## config.mk

```make
export PLATFORM = sky130hd
export DESIGN_NAME = sprm_monitor
export DESIGN_NICKNAME = d
export VERILOG_FILES = /design/src/inc/sprm_pkg.sv /design/src/rtl/sprm_monitor.sv
export VERILOG_INCLUDE_DIRS = /design/src /design/src/inc
export SDC_FILE = /design/constraint.sdc
export NUM_CORES = 1
export LEC_CHECK = 0
export BUFFER_PORTS_ARGS = -buffer_cell sky130_fd_sc_hd__buf_4
export CORE_UTILIZATION = 38
export DETAILED_ROUTE_END_ITERATION = 8
export GPL_TIMING_DRIVEN = 0
export SYNTH_ARGS = -nofsm -noshare
export SYNTH_HDL_FRONTEND = slang
export SYNTH_SLANG_ARGS = --single-unit
export TNS_END_PERCENT = 1
```

## constraint.sdc

```tcl
create_clock -name clock -period 5.2 [get_ports clock]
set_input_delay 0.26 -clock clock [delete_from_list [all_inputs] [get_ports clock]]
set_output_delay 0.26 -clock clock [all_outputs]
set_load 0.1 [all_outputs]
```

## src/inc/sprm_map.svh

```systemverilog
// Purpose: offsets, bit positions, reset values and timing counts
//          of the receive status monitor
// Assumes: 40 MHz system clock, AXI4-Lite byte addresses
// Notes:   definitions only
//
// Overview of operation
// - frame_sync_lost rises only after frame_unlocked holds longer than 3 ms.
// - frame_unlocked high while framer lacks frame lock, low once aligned.
// - pointer_lost high while framer cannot lock to payload pointers.
// - no_signal_flag high for absent or unrecognisably weak receive signal.
// - recovered_clk_absent high while optics deliver no valid clock.
// - optics_rx_alarm summarises optics errors; cdr or power bit always accompanies it.
// - optics_cdr_fail follows the optics clock recovery failure signal.
// - optics_power_low follows the optics low power signal, below -30dBm.
// - crc_fail_count counts CRC32 failed frames since last read.
// - frames_ok_count counts received frames since last read.
// - rx_fifo_error_count counts framer receive FIFO errors since last read.
// - tx_fifo_error_count counts framer transmit FIFO errors since last read.
// - sticky bits and counters accumulate between reads, spans may exceed one poll.
// - section_parity_errors counts first parity check errors.
// - line_parity_errors counts second parity check errors.
// - path_parity_errors counts third parity check errors.
// - path_signal_label_octet shows the received label unchanged; 16 PoS, CF HDLC.
// - framer_link_parity_errors counts framer-to-capture data path parity errors.
`ifndef SPRM_MAP_SVH
`define SPRM_MAP_SVH

// ------------------------------------------------------------
// register byte offsets
// ------------------------------------------------------------
`define SPRM_LIVE_OFS     8'h00
`define SPRM_STICKY_OFS   8'h04
`define SPRM_MASK_OFS     8'h08
`define SPRM_LABEL_OFS    8'h0C
`define SPRM_CNT_BASE_OFS 8'h10
`define SPRM_CNT_LAST_OFS 8'h2C

// ------------------------------------------------------------
// flag bit positions, shared by live, sticky and mask
// ------------------------------------------------------------
`define SPRM_B_RX_ALARM  0
`define SPRM_B_CDR_FAIL  1
`define SPRM_B_PWR_LOW   2
`define SPRM_B_NO_SIG    3
`define SPRM_B_NO_CLK    4
`define SPRM_B_UNLOCKED  5
`define SPRM_B_SYNC_LOST 6
`define SPRM_B_PTR_LOST  7

// ------------------------------------------------------------
// reset values, responses, timing
// ------------------------------------------------------------
`define SPRM_MASK_RST   8'h00
`define SPRM_RESP_OKAY  2'h0
`define SPRM_RESP_SLV   2'h2
`define SPRM_SYNC_LOSS_US     3000
`define SPRM_CLK_MHZ          40
`define SPRM_SYNC_LOSS_CYCLES (`SPRM_SYNC_LOSS_US * `SPRM_CLK_MHZ)

`endif

```

## src/inc/sprm_pkg.sv

```systemverilog
// Purpose: types of the receive status monitor
// Assumes: constants come from sprm_map.svh
// Notes:   counter order equals register order
package sprm_pkg;
   typedef logic [31:0] sprm_word_type;
   typedef logic [7:0]  sprm_flags_type;
   typedef enum logic [2:0] {
      SPRM_CRC, SPRM_GOOD, SPRM_RX_FIFO, SPRM_TX_FIFO,
      SPRM_SEC, SPRM_LINE, SPRM_PATH, SPRM_LINK
   } sprm_cnt_type;
endpackage

```

## src/rtl/sprm_monitor.sv

```systemverilog
// Purpose: receive status and statistics monitor of a packet-over-SONET
//          framer, read by software over AXI4-Lite
// Assumes: alarm pins are asynchronous; event strobes and the label come
//          from framer interface logic on this clock
// Notes:   counters clear on read, flags are sticky until write-one-clear
`timescale 1ns/1ps
`include "sprm_map.svh"

module sprm_monitor
   import sprm_pkg::*;
#(
   parameter int unsigned SYNC_LOSS_CYCLES = `SPRM_SYNC_LOSS_CYCLES
) (
   input  wire logic        clock,                // 40 MHz system clock
   input  wire logic        rstn,                 // sync reset, active low
   input  wire logic [7:0]  s_axi_awaddr,         // write address
   input  wire logic        s_axi_awvalid,        // write address valid
   output logic             s_axi_awready,        // write address ready
   input  wire logic [31:0] s_axi_wdata,          // write data
   input  wire logic [3:0]  s_axi_wstrb,          // write byte enables
   input  wire logic        s_axi_wvalid,         // write data valid
   output logic             s_axi_wready,         // write data ready
   output logic [1:0]       s_axi_bresp,          // write response
   output logic             s_axi_bvalid,         // write response valid
   input  wire logic        s_axi_bready,         // write response ready
   input  wire logic [7:0]  s_axi_araddr,         // read address
   input  wire logic        s_axi_arvalid,        // read address valid
   output logic             s_axi_arready,        // read address ready
   output logic [31:0]      s_axi_rdata,          // read data
   output logic [1:0]       s_axi_rresp,          // read response
   output logic             s_axi_rvalid,         // read data valid
   input  wire logic        s_axi_rready,         // read data ready
   input  wire logic        optics_cdr_pin,       // optics clock recovery failed
   input  wire logic        optics_pwr_pin,       // optics receive power low
   input  wire logic        framer_nosig_pin,     // framer sees no signal
   input  wire logic        framer_noclk_pin,     // framer has no clock
   input  wire logic        framer_unlock_pin,    // framer out of frame
   input  wire logic        framer_noptr_pin,     // framer lost pointers
   input  wire logic        crc_fail_ev,          // frame failed CRC32
   input  wire logic        frame_ok_ev,          // frame received
   input  wire logic        rx_fifo_err_ev,       // framer rx FIFO error
   input  wire logic        tx_fifo_err_ev,       // framer tx FIFO error
   input  wire logic        section_bip_ev,       // section parity error
   input  wire logic        line_bip_ev,          // line parity error
   input  wire logic        path_bip_ev,          // path parity error
   input  wire logic        link_parity_ev,       // framer link parity error
   input  wire logic [7:0]  label_in,             // received path label octet
   output logic             optics_rx_alarm,      // optics summary alarm
   output logic             optics_cdr_fail,      // optics cdr failure
   output logic             optics_power_low,     // optics power low
   output logic             no_signal_flag,       // no receive signal
   output logic             recovered_clk_absent, // no recovered clock
   output logic             frame_unlocked,       // out of frame
   output logic             frame_sync_lost,      // out of frame too long
   output logic             pointer_lost,         // pointer lock lost
   output logic [7:0]       path_signal_label_octet, // label octet
   output logic             irq                   // unmasked sticky flag set
);

   // ------------------------------------------------------------
   // helpers
   // ------------------------------------------------------------
   function automatic logic cnt_addr(input logic [7:0] a);
      cnt_addr = (a >= `SPRM_CNT_BASE_OFS) && (a <= `SPRM_CNT_LAST_OFS)
                 && (a[1:0] == 2'h0);
   endfunction

   function automatic logic [2:0] cnt_index(input logic [7:0] a);
      logic [7:0] d;
      d = a - `SPRM_CNT_BASE_OFS;
      cnt_index = d[4:2];
   endfunction

   function automatic sprm_word_type sat_add(input sprm_word_type v,
                                             input logic e);
      sat_add = (e && (v != 32'hFFFFFFFF)) ? v + 32'h1 : v;
   endfunction

   // ------------------------------------------------------------
   // pin synchronisers
   // ------------------------------------------------------------
   logic [5:0]     pin_q1;
   logic [5:0]     pin_q2;

   always_ff @(posedge clock) begin
      if (!rstn) begin
         pin_q1 <= 6'h00;
         pin_q2 <= 6'h00;
      end else begin
         pin_q1 <= {framer_noptr_pin, framer_unlock_pin, framer_noclk_pin,
                    framer_nosig_pin, optics_pwr_pin, optics_cdr_pin};
         pin_q2 <= pin_q1;
      end
   end

   assign optics_cdr_fail      = pin_q2[0];
   assign optics_power_low     = pin_q2[1];
   assign no_signal_flag       = pin_q2[2];
   assign recovered_clk_absent = pin_q2[3];
   assign frame_unlocked       = pin_q2[4];
   assign pointer_lost         = pin_q2[5];

   // summary derived from its causes so it never stands alone
   assign optics_rx_alarm = pin_q2[0] | pin_q2[1];

   // ------------------------------------------------------------
   // out-of-frame persistence timer
   // ------------------------------------------------------------
   logic [31:0]    unl_cnt;

   always_ff @(posedge clock) begin
      if (!rstn) begin
         unl_cnt         <= 32'h0;
         frame_sync_lost <= 1'b0;
      end else if (!frame_unlocked) begin
         unl_cnt         <= 32'h0;
         frame_sync_lost <= 1'b0;
      end else if (unl_cnt == SYNC_LOSS_CYCLES) begin
         frame_sync_lost <= 1'b1;
      end else begin
         unl_cnt <= unl_cnt + 32'h1;
      end
   end

   // ------------------------------------------------------------
   // path label
   // ------------------------------------------------------------
   always_ff @(posedge clock) begin
      if (!rstn) begin
         path_signal_label_octet <= 8'h00;
      end else begin
         path_signal_label_octet <= label_in;
      end
   end

   // ------------------------------------------------------------
   // AXI4-Lite write channel
   // ------------------------------------------------------------
   logic           aw_held;
   logic [7:0]     aw_addr;
   logic           w_held;
   logic [31:0]    w_data;
   logic [3:0]     w_strb;
   logic           wr_go;
   logic           wr_ok;

   assign s_axi_awready = !aw_held;
   assign s_axi_wready  = !w_held;
   assign wr_go = aw_held && w_held && !s_axi_bvalid;
   assign wr_ok = (aw_addr == `SPRM_LIVE_OFS) || (aw_addr == `SPRM_STICKY_OFS)
                  || (aw_addr == `SPRM_MASK_OFS) || (aw_addr == `SPRM_LABEL_OFS)
                  || cnt_addr(aw_addr);

   always_ff @(posedge clock) begin
      if (!rstn) begin
         aw_held <= 1'b0;
         aw_addr <= 8'h00;
      end else if (s_axi_awvalid && !aw_held) begin
         aw_held <= 1'b1;
         aw_addr <= s_axi_awaddr;
      end else if (wr_go) begin
         aw_held <= 1'b0;
      end
   end

   always_ff @(posedge clock) begin
      if (!rstn) begin
         w_held <= 1'b0;
         w_data <= 32'h0;
         w_strb <= 4'h0;
      end else if (s_axi_wvalid && !w_held) begin
         w_held <= 1'b1;
         w_data <= s_axi_wdata;
         w_strb <= s_axi_wstrb;
      end else if (wr_go) begin
         w_held <= 1'b0;
      end
   end

   always_ff @(posedge clock) begin
      if (!rstn) begin
         s_axi_bvalid <= 1'b0;
         s_axi_bresp  <= `SPRM_RESP_OKAY;
      end else if (wr_go) begin
         s_axi_bvalid <= 1'b1;
         s_axi_bresp  <= wr_ok ? `SPRM_RESP_OKAY : `SPRM_RESP_SLV;
      end else if (s_axi_bready) begin
         s_axi_bvalid <= 1'b0;
      end
   end

   // ------------------------------------------------------------
   // flags, mask, interrupt
   // ------------------------------------------------------------
   sprm_flags_type live;
   sprm_flags_type sticky;
   sprm_flags_type mask;
   sprm_flags_type w1c;

   assign live = {pointer_lost, frame_sync_lost, frame_unlocked,
                  recovered_clk_absent, no_signal_flag, optics_power_low,
                  optics_cdr_fail, optics_rx_alarm};
   assign w1c = (wr_go && (aw_addr == `SPRM_STICKY_OFS) && w_strb[0])
                ? w_data[7:0] : 8'h00;

   // a flag still raised during its clear stays set, so no episode is lost
   always_ff @(posedge clock) begin
      if (!rstn) begin
         sticky <= 8'h00;
      end else begin
         sticky <= (sticky & ~w1c) | live;
      end
   end

   always_ff @(posedge clock) begin
      if (!rstn) begin
         mask <= `SPRM_MASK_RST;
      end else if (wr_go && (aw_addr == `SPRM_MASK_OFS) && w_strb[0]) begin
         mask <= w_data[7:0];
      end
   end

   always_ff @(posedge clock) begin
      if (!rstn) begin
         irq <= 1'b0;
      end else begin
         irq <= |(sticky & mask);
      end
   end

   // ------------------------------------------------------------
   // AXI4-Lite read channel and clear-on-read counters
   // ------------------------------------------------------------
   sprm_word_type  cnt [8];
   logic [7:0]     ev;
   logic           rd_go;
   logic           rd_cnt;
   logic [2:0]     rd_idx;
   sprm_word_type  next_rdata;
   logic           rd_ok;

   assign ev = {link_parity_ev, path_bip_ev, line_bip_ev, section_bip_ev,
                tx_fifo_err_ev, rx_fifo_err_ev, frame_ok_ev, crc_fail_ev};
   assign s_axi_arready = !s_axi_rvalid;
   assign rd_go  = s_axi_arvalid && !s_axi_rvalid;
   assign rd_cnt = rd_go && cnt_addr(s_axi_araddr);
   assign rd_idx = cnt_index(s_axi_araddr);

   always_comb begin
      next_rdata = 32'h0;
      rd_ok      = 1'b1;
      if (cnt_addr(s_axi_araddr)) begin
         next_rdata = cnt[rd_idx];
      end else begin
         case (s_axi_araddr)
            `SPRM_LIVE_OFS:   next_rdata = {24'h0, live};
            `SPRM_STICKY_OFS: next_rdata = {24'h0, sticky};
            `SPRM_MASK_OFS:   next_rdata = {24'h0, mask};
            `SPRM_LABEL_OFS:  next_rdata = {24'h0, path_signal_label_octet};
            default:          rd_ok = 1'b0;
         endcase
      end
   end

   always_ff @(posedge clock) begin
      if (!rstn) begin
         s_axi_rvalid <= 1'b0;
         s_axi_rdata  <= 32'h0;
         s_axi_rresp  <= `SPRM_RESP_OKAY;
      end else if (rd_go) begin
         s_axi_rvalid <= 1'b1;
         s_axi_rdata  <= next_rdata;
         s_axi_rresp  <= rd_ok ? `SPRM_RESP_OKAY : `SPRM_RESP_SLV;
      end else if (s_axi_rready) begin
         s_axi_rvalid <= 1'b0;
      end
   end

   // an event in the read cycle seeds the fresh interval instead of vanishing
   always_ff @(posedge clock) begin
      for (int i = 0; i < 8; i++) begin
         if (!rstn) begin
            cnt[i] <= 32'h0;
         end else if (rd_cnt && (rd_idx == 3'(i))) begin
            cnt[i] <= {31'h0, ev[i]};
         end else begin
            cnt[i] <= sat_add(cnt[i], ev[i]);
         end
      end
   end
endmodule
```

==> flow_summary.yaml <==
global_routing:
  grt_pass1_vias: 15900
  grt_first_pass_wirelength_mm: 95.1
  antenna_found_initial: 1
  grt_usage_pct: 22.0
  grt_max_degree: 33
  gr-total-overflow: 0
clocking:
  htreeDepth: 2
  cts-root-buf: "clkbuf_16"
  cts_made_buffers: 44
  clkSlewWorstSetupHoldPaths_ns: 0.06
  clock_latency_ns: 0.59
  cts.sinks: 381
  cts_tree: "built"
  clk_path_buf_depth: 3
placement:
  gp_congestion: 0.928
  dpl_worst_slack_ns: 1.68
  dp_hpwl_mm: 46.3
  postPlaceCellArea_um2: 22600
  io_buffers: 106
routing:
  wl_per_cell_um: 20.9
  ant_nets: 0
  route.met2.wl_mm: 27.3
  wl_met1_mm: 27.2
  highest_layer: "met4"
  routed_via_density: 5.65
  num_vias: 16600
  routed_wl_mm: 61.7
  wl_met3_mm: 5.34
  drcViolationCount: 0
  drt-pass1-iter-count: 5
  drtIter0Drc: 1671
setup_path:
  critPathMaxFanout: 32
  worstPathRequired_ns: 5.24
  timing.rr.end: "cnt[4][25]"
  ff2ff_setup_slack_ns: 1.61
  crit_path_max_incr_delay_ns: 0.94
  critPathLaunchType: "flip-flop"
  crit_chain: "ha_1 -> nand2_1 -> nor4_2 -> nand2_1 -> o21ai_0 -> nand3_2"
  worstSetupPathType: "reg2reg"
  endpoint: "cnt[4][25]"
  path_common_cell: "nand2_1"
  cpMaxStageDelayCell: "nor4_2"
  critPathArrivalTime_ns: 3.63
  cp-end-kind: "flip-flop"
  ff2ff_path_depth: 6
  crit_start: "cnt[4][0]"
  r2r_start: "cnt[4][0]"
run_status:
  outcome: "finished, final reports clean"
floorplanning:
  rows: 85
  die_w_um: 237
  core_area_um2: 54100
  pin_count: 139
  die-area_um2: 56100
  start_util_pct: 38.7
  die_y_um: 237
finish:
  nNetsFinal: 2302
  drive_gt1_share_pct: 13.9
  final_util_pct: 45.1
  most-common-layout-cells: "nor2_1, edfxtp_1, nand2_1"
  final_area_um2: 24400
  n_fill_cell: 5009
  final_common_cell: "nor2_1"
  final-seq-area_um2: 10200
  multi_input_area_um2: 10100
  area_delta_synth_final_pct: 16.6
synth:
  async_flop_share_pct: 0
  synthDominantCellAreaShare_pct: 36.7
  syn-instance-count: 2021
  synth_top_area_cell: "edfxtp_1"
  yosysWarnings: 0
  syn-cell-area_um2: 21000
  synth_ff_type: "edfxtp_1"
  synth_edf_count: 256
  ys_seq_area_share_pct: 48.6
  synth_area_leaders: "edfxtp_1, dfxtp_1, mux4_2"
  ys_ff_latch: 381
  syn_area_per_cell_um2: 10.4
  yosysUniqueCellTypes: 68
pwr:
  p_int_mw: 5.59
  leakagePower_nw: 8.71
  seqPwrFrac_pct: 48.8
  p_per_area_nw_per_um2: 317
  ir_worst_vdd_mv: 0.161
  switching_power_mw: 2.14
  p_sw_share_pct: 27.7
  power.share.clock_pct: 39.9
  pwr-share-comb_pct: 11.4
flow_run:
  cap_viol_max_count: 0
sta:
  hold_violations: 0
  relSlewSlack_pct: 7.54
  max_freq_ghz: 0.279
  period_share_pct: 69.0
  setup_viol: 0
  drv_slew: 0
  skew_ns: 0.0231
  worstMarginPinSlew_ns: 1.39
  min_period_ns: 3.59
  setup_tns_ns: 0
  rsz0062_at_grt: "false"
  fin_ws_ns: 1.61
hold_path:
  hp-class: "in2reg"
layer usage:
metal	vias up	global-route usage [%]
met5	-	0
met4	0	7.06
met3	90	4.33
met2	630	33.7
met1	8181	31.1
li1	7725	-
worst max-delay path: cells and delay by family, from the launching register on:
family          cells  cell delay (ns)
compound gates      1             0.32
fa+ha+maj           1             0.28
flops               1             0.47
simple gates        4             1.95
worst min path at each step:
stage                endpoint  depth (start not counted)           start  slack (ns)
finish              cnt[2][0]                          2  rx_fifo_err_ev        0.03
CTS                 cnt[2][0]                          2  rx_fifo_err_ev        0.01
detailed placement  pin_q2[5]                          1       pin_q1[5]        0.42
global route        cnt[2][0]                          2  rx_fifo_err_ev        0.03
global placement    pin_q2[5]                          1       pin_q1[5]        0.42
floorplan             aw_held                          2   s_axi_awvalid        0.38
cell families after synthesis:
logic type / count (synthesis) / share of synthesized area, %
AO/OA/AOI/OAI: 152 / 4.43
flip-flops: 381 / 48.6
buffers and inverters: 143 / 3.08
multiplexers: 134 / 9.87
other: 1 / 0.0179
adder cells (fa/ha/maj): 10 / 0.597
XOR/XNOR: 249 / 10.4
AND/OR/NAND/NOR: 951 / 23.0
state kept, by name, indices dropped and copies added, names as in the netlist, 6 cells and up:
signal	cells
aw_addr	8
s_axi_rdata	32
path_signal_label_octet	8
unl_cnt	32
sticky	8
mask	8
pin_q2	6
w_data	8
pin_q1	6
cnt	256
final cells by class:
cell class	count	share of cell area, %
multi-input combinational	1498	41.5
buffer	95	1.91
timing repair buffer	143	4.77
sequential	381	41.7
inverter	48	0.738
tap	696	3.57
clock buffer	56	4.69
clock inverter	25	1.05
antenna	2	0.0205
power groups by stage:
| stage | Sequential, mW | Combinational, mW | Clock [mW] |
|---|---|---|---|
| floorplan | 3.78 | 0.525 | 0 |
| global placement | 3.81 | 0.835 | 0 |
| detailed placement | 3.82 | 0.849 | 0 |
| CTS | 3.76 | 0.876 | 3.15 |
| global route | 3.80 | 0.941 | 3.26 |
| finish | 3.77 | 0.879 | 3.08 |
synth_stat cells, drive strengths merged, types with 40 or more instances:
master and number:
nor4 62, nand4 79, mux2i 75, clkbuf 42
mux4 58, xnor2 121, edfxtp 256, xor2 128
nor2 329, a21oi 40, inv 48, nand3 127
o21ai 62, dfxtp 125, nand2 157, buf 53
stage by stage:
| step | hold WS, ns | std cells | total power, mW |
|---|---|---|---|
| floorplan | 0.376 | 2022 | 4.31 |
| global placement | 0.420 | 2824 | 4.65 |
| detailed placement | 0.422 | 2824 | 4.67 |
| CTS | 0.0109 | 2942 | 7.78 |
| global route | 0.0288 | 2943 | 8.00 |
| finish | 0.0309 | 2944 | 7.73 |
what timing repair did:
| item | CTS | global route |
|---|---|---|
| buffers inserted | 0 | 0 |
| endpoints found under the setup margin | 0 | 0 |
| hold buffers | 37 | 0 |
| endpoints found under the hold margin | 36 | 0 |
| resized for setup | 0 | 0 |
No activity file was read; power rests on OpenSTA's default activity.
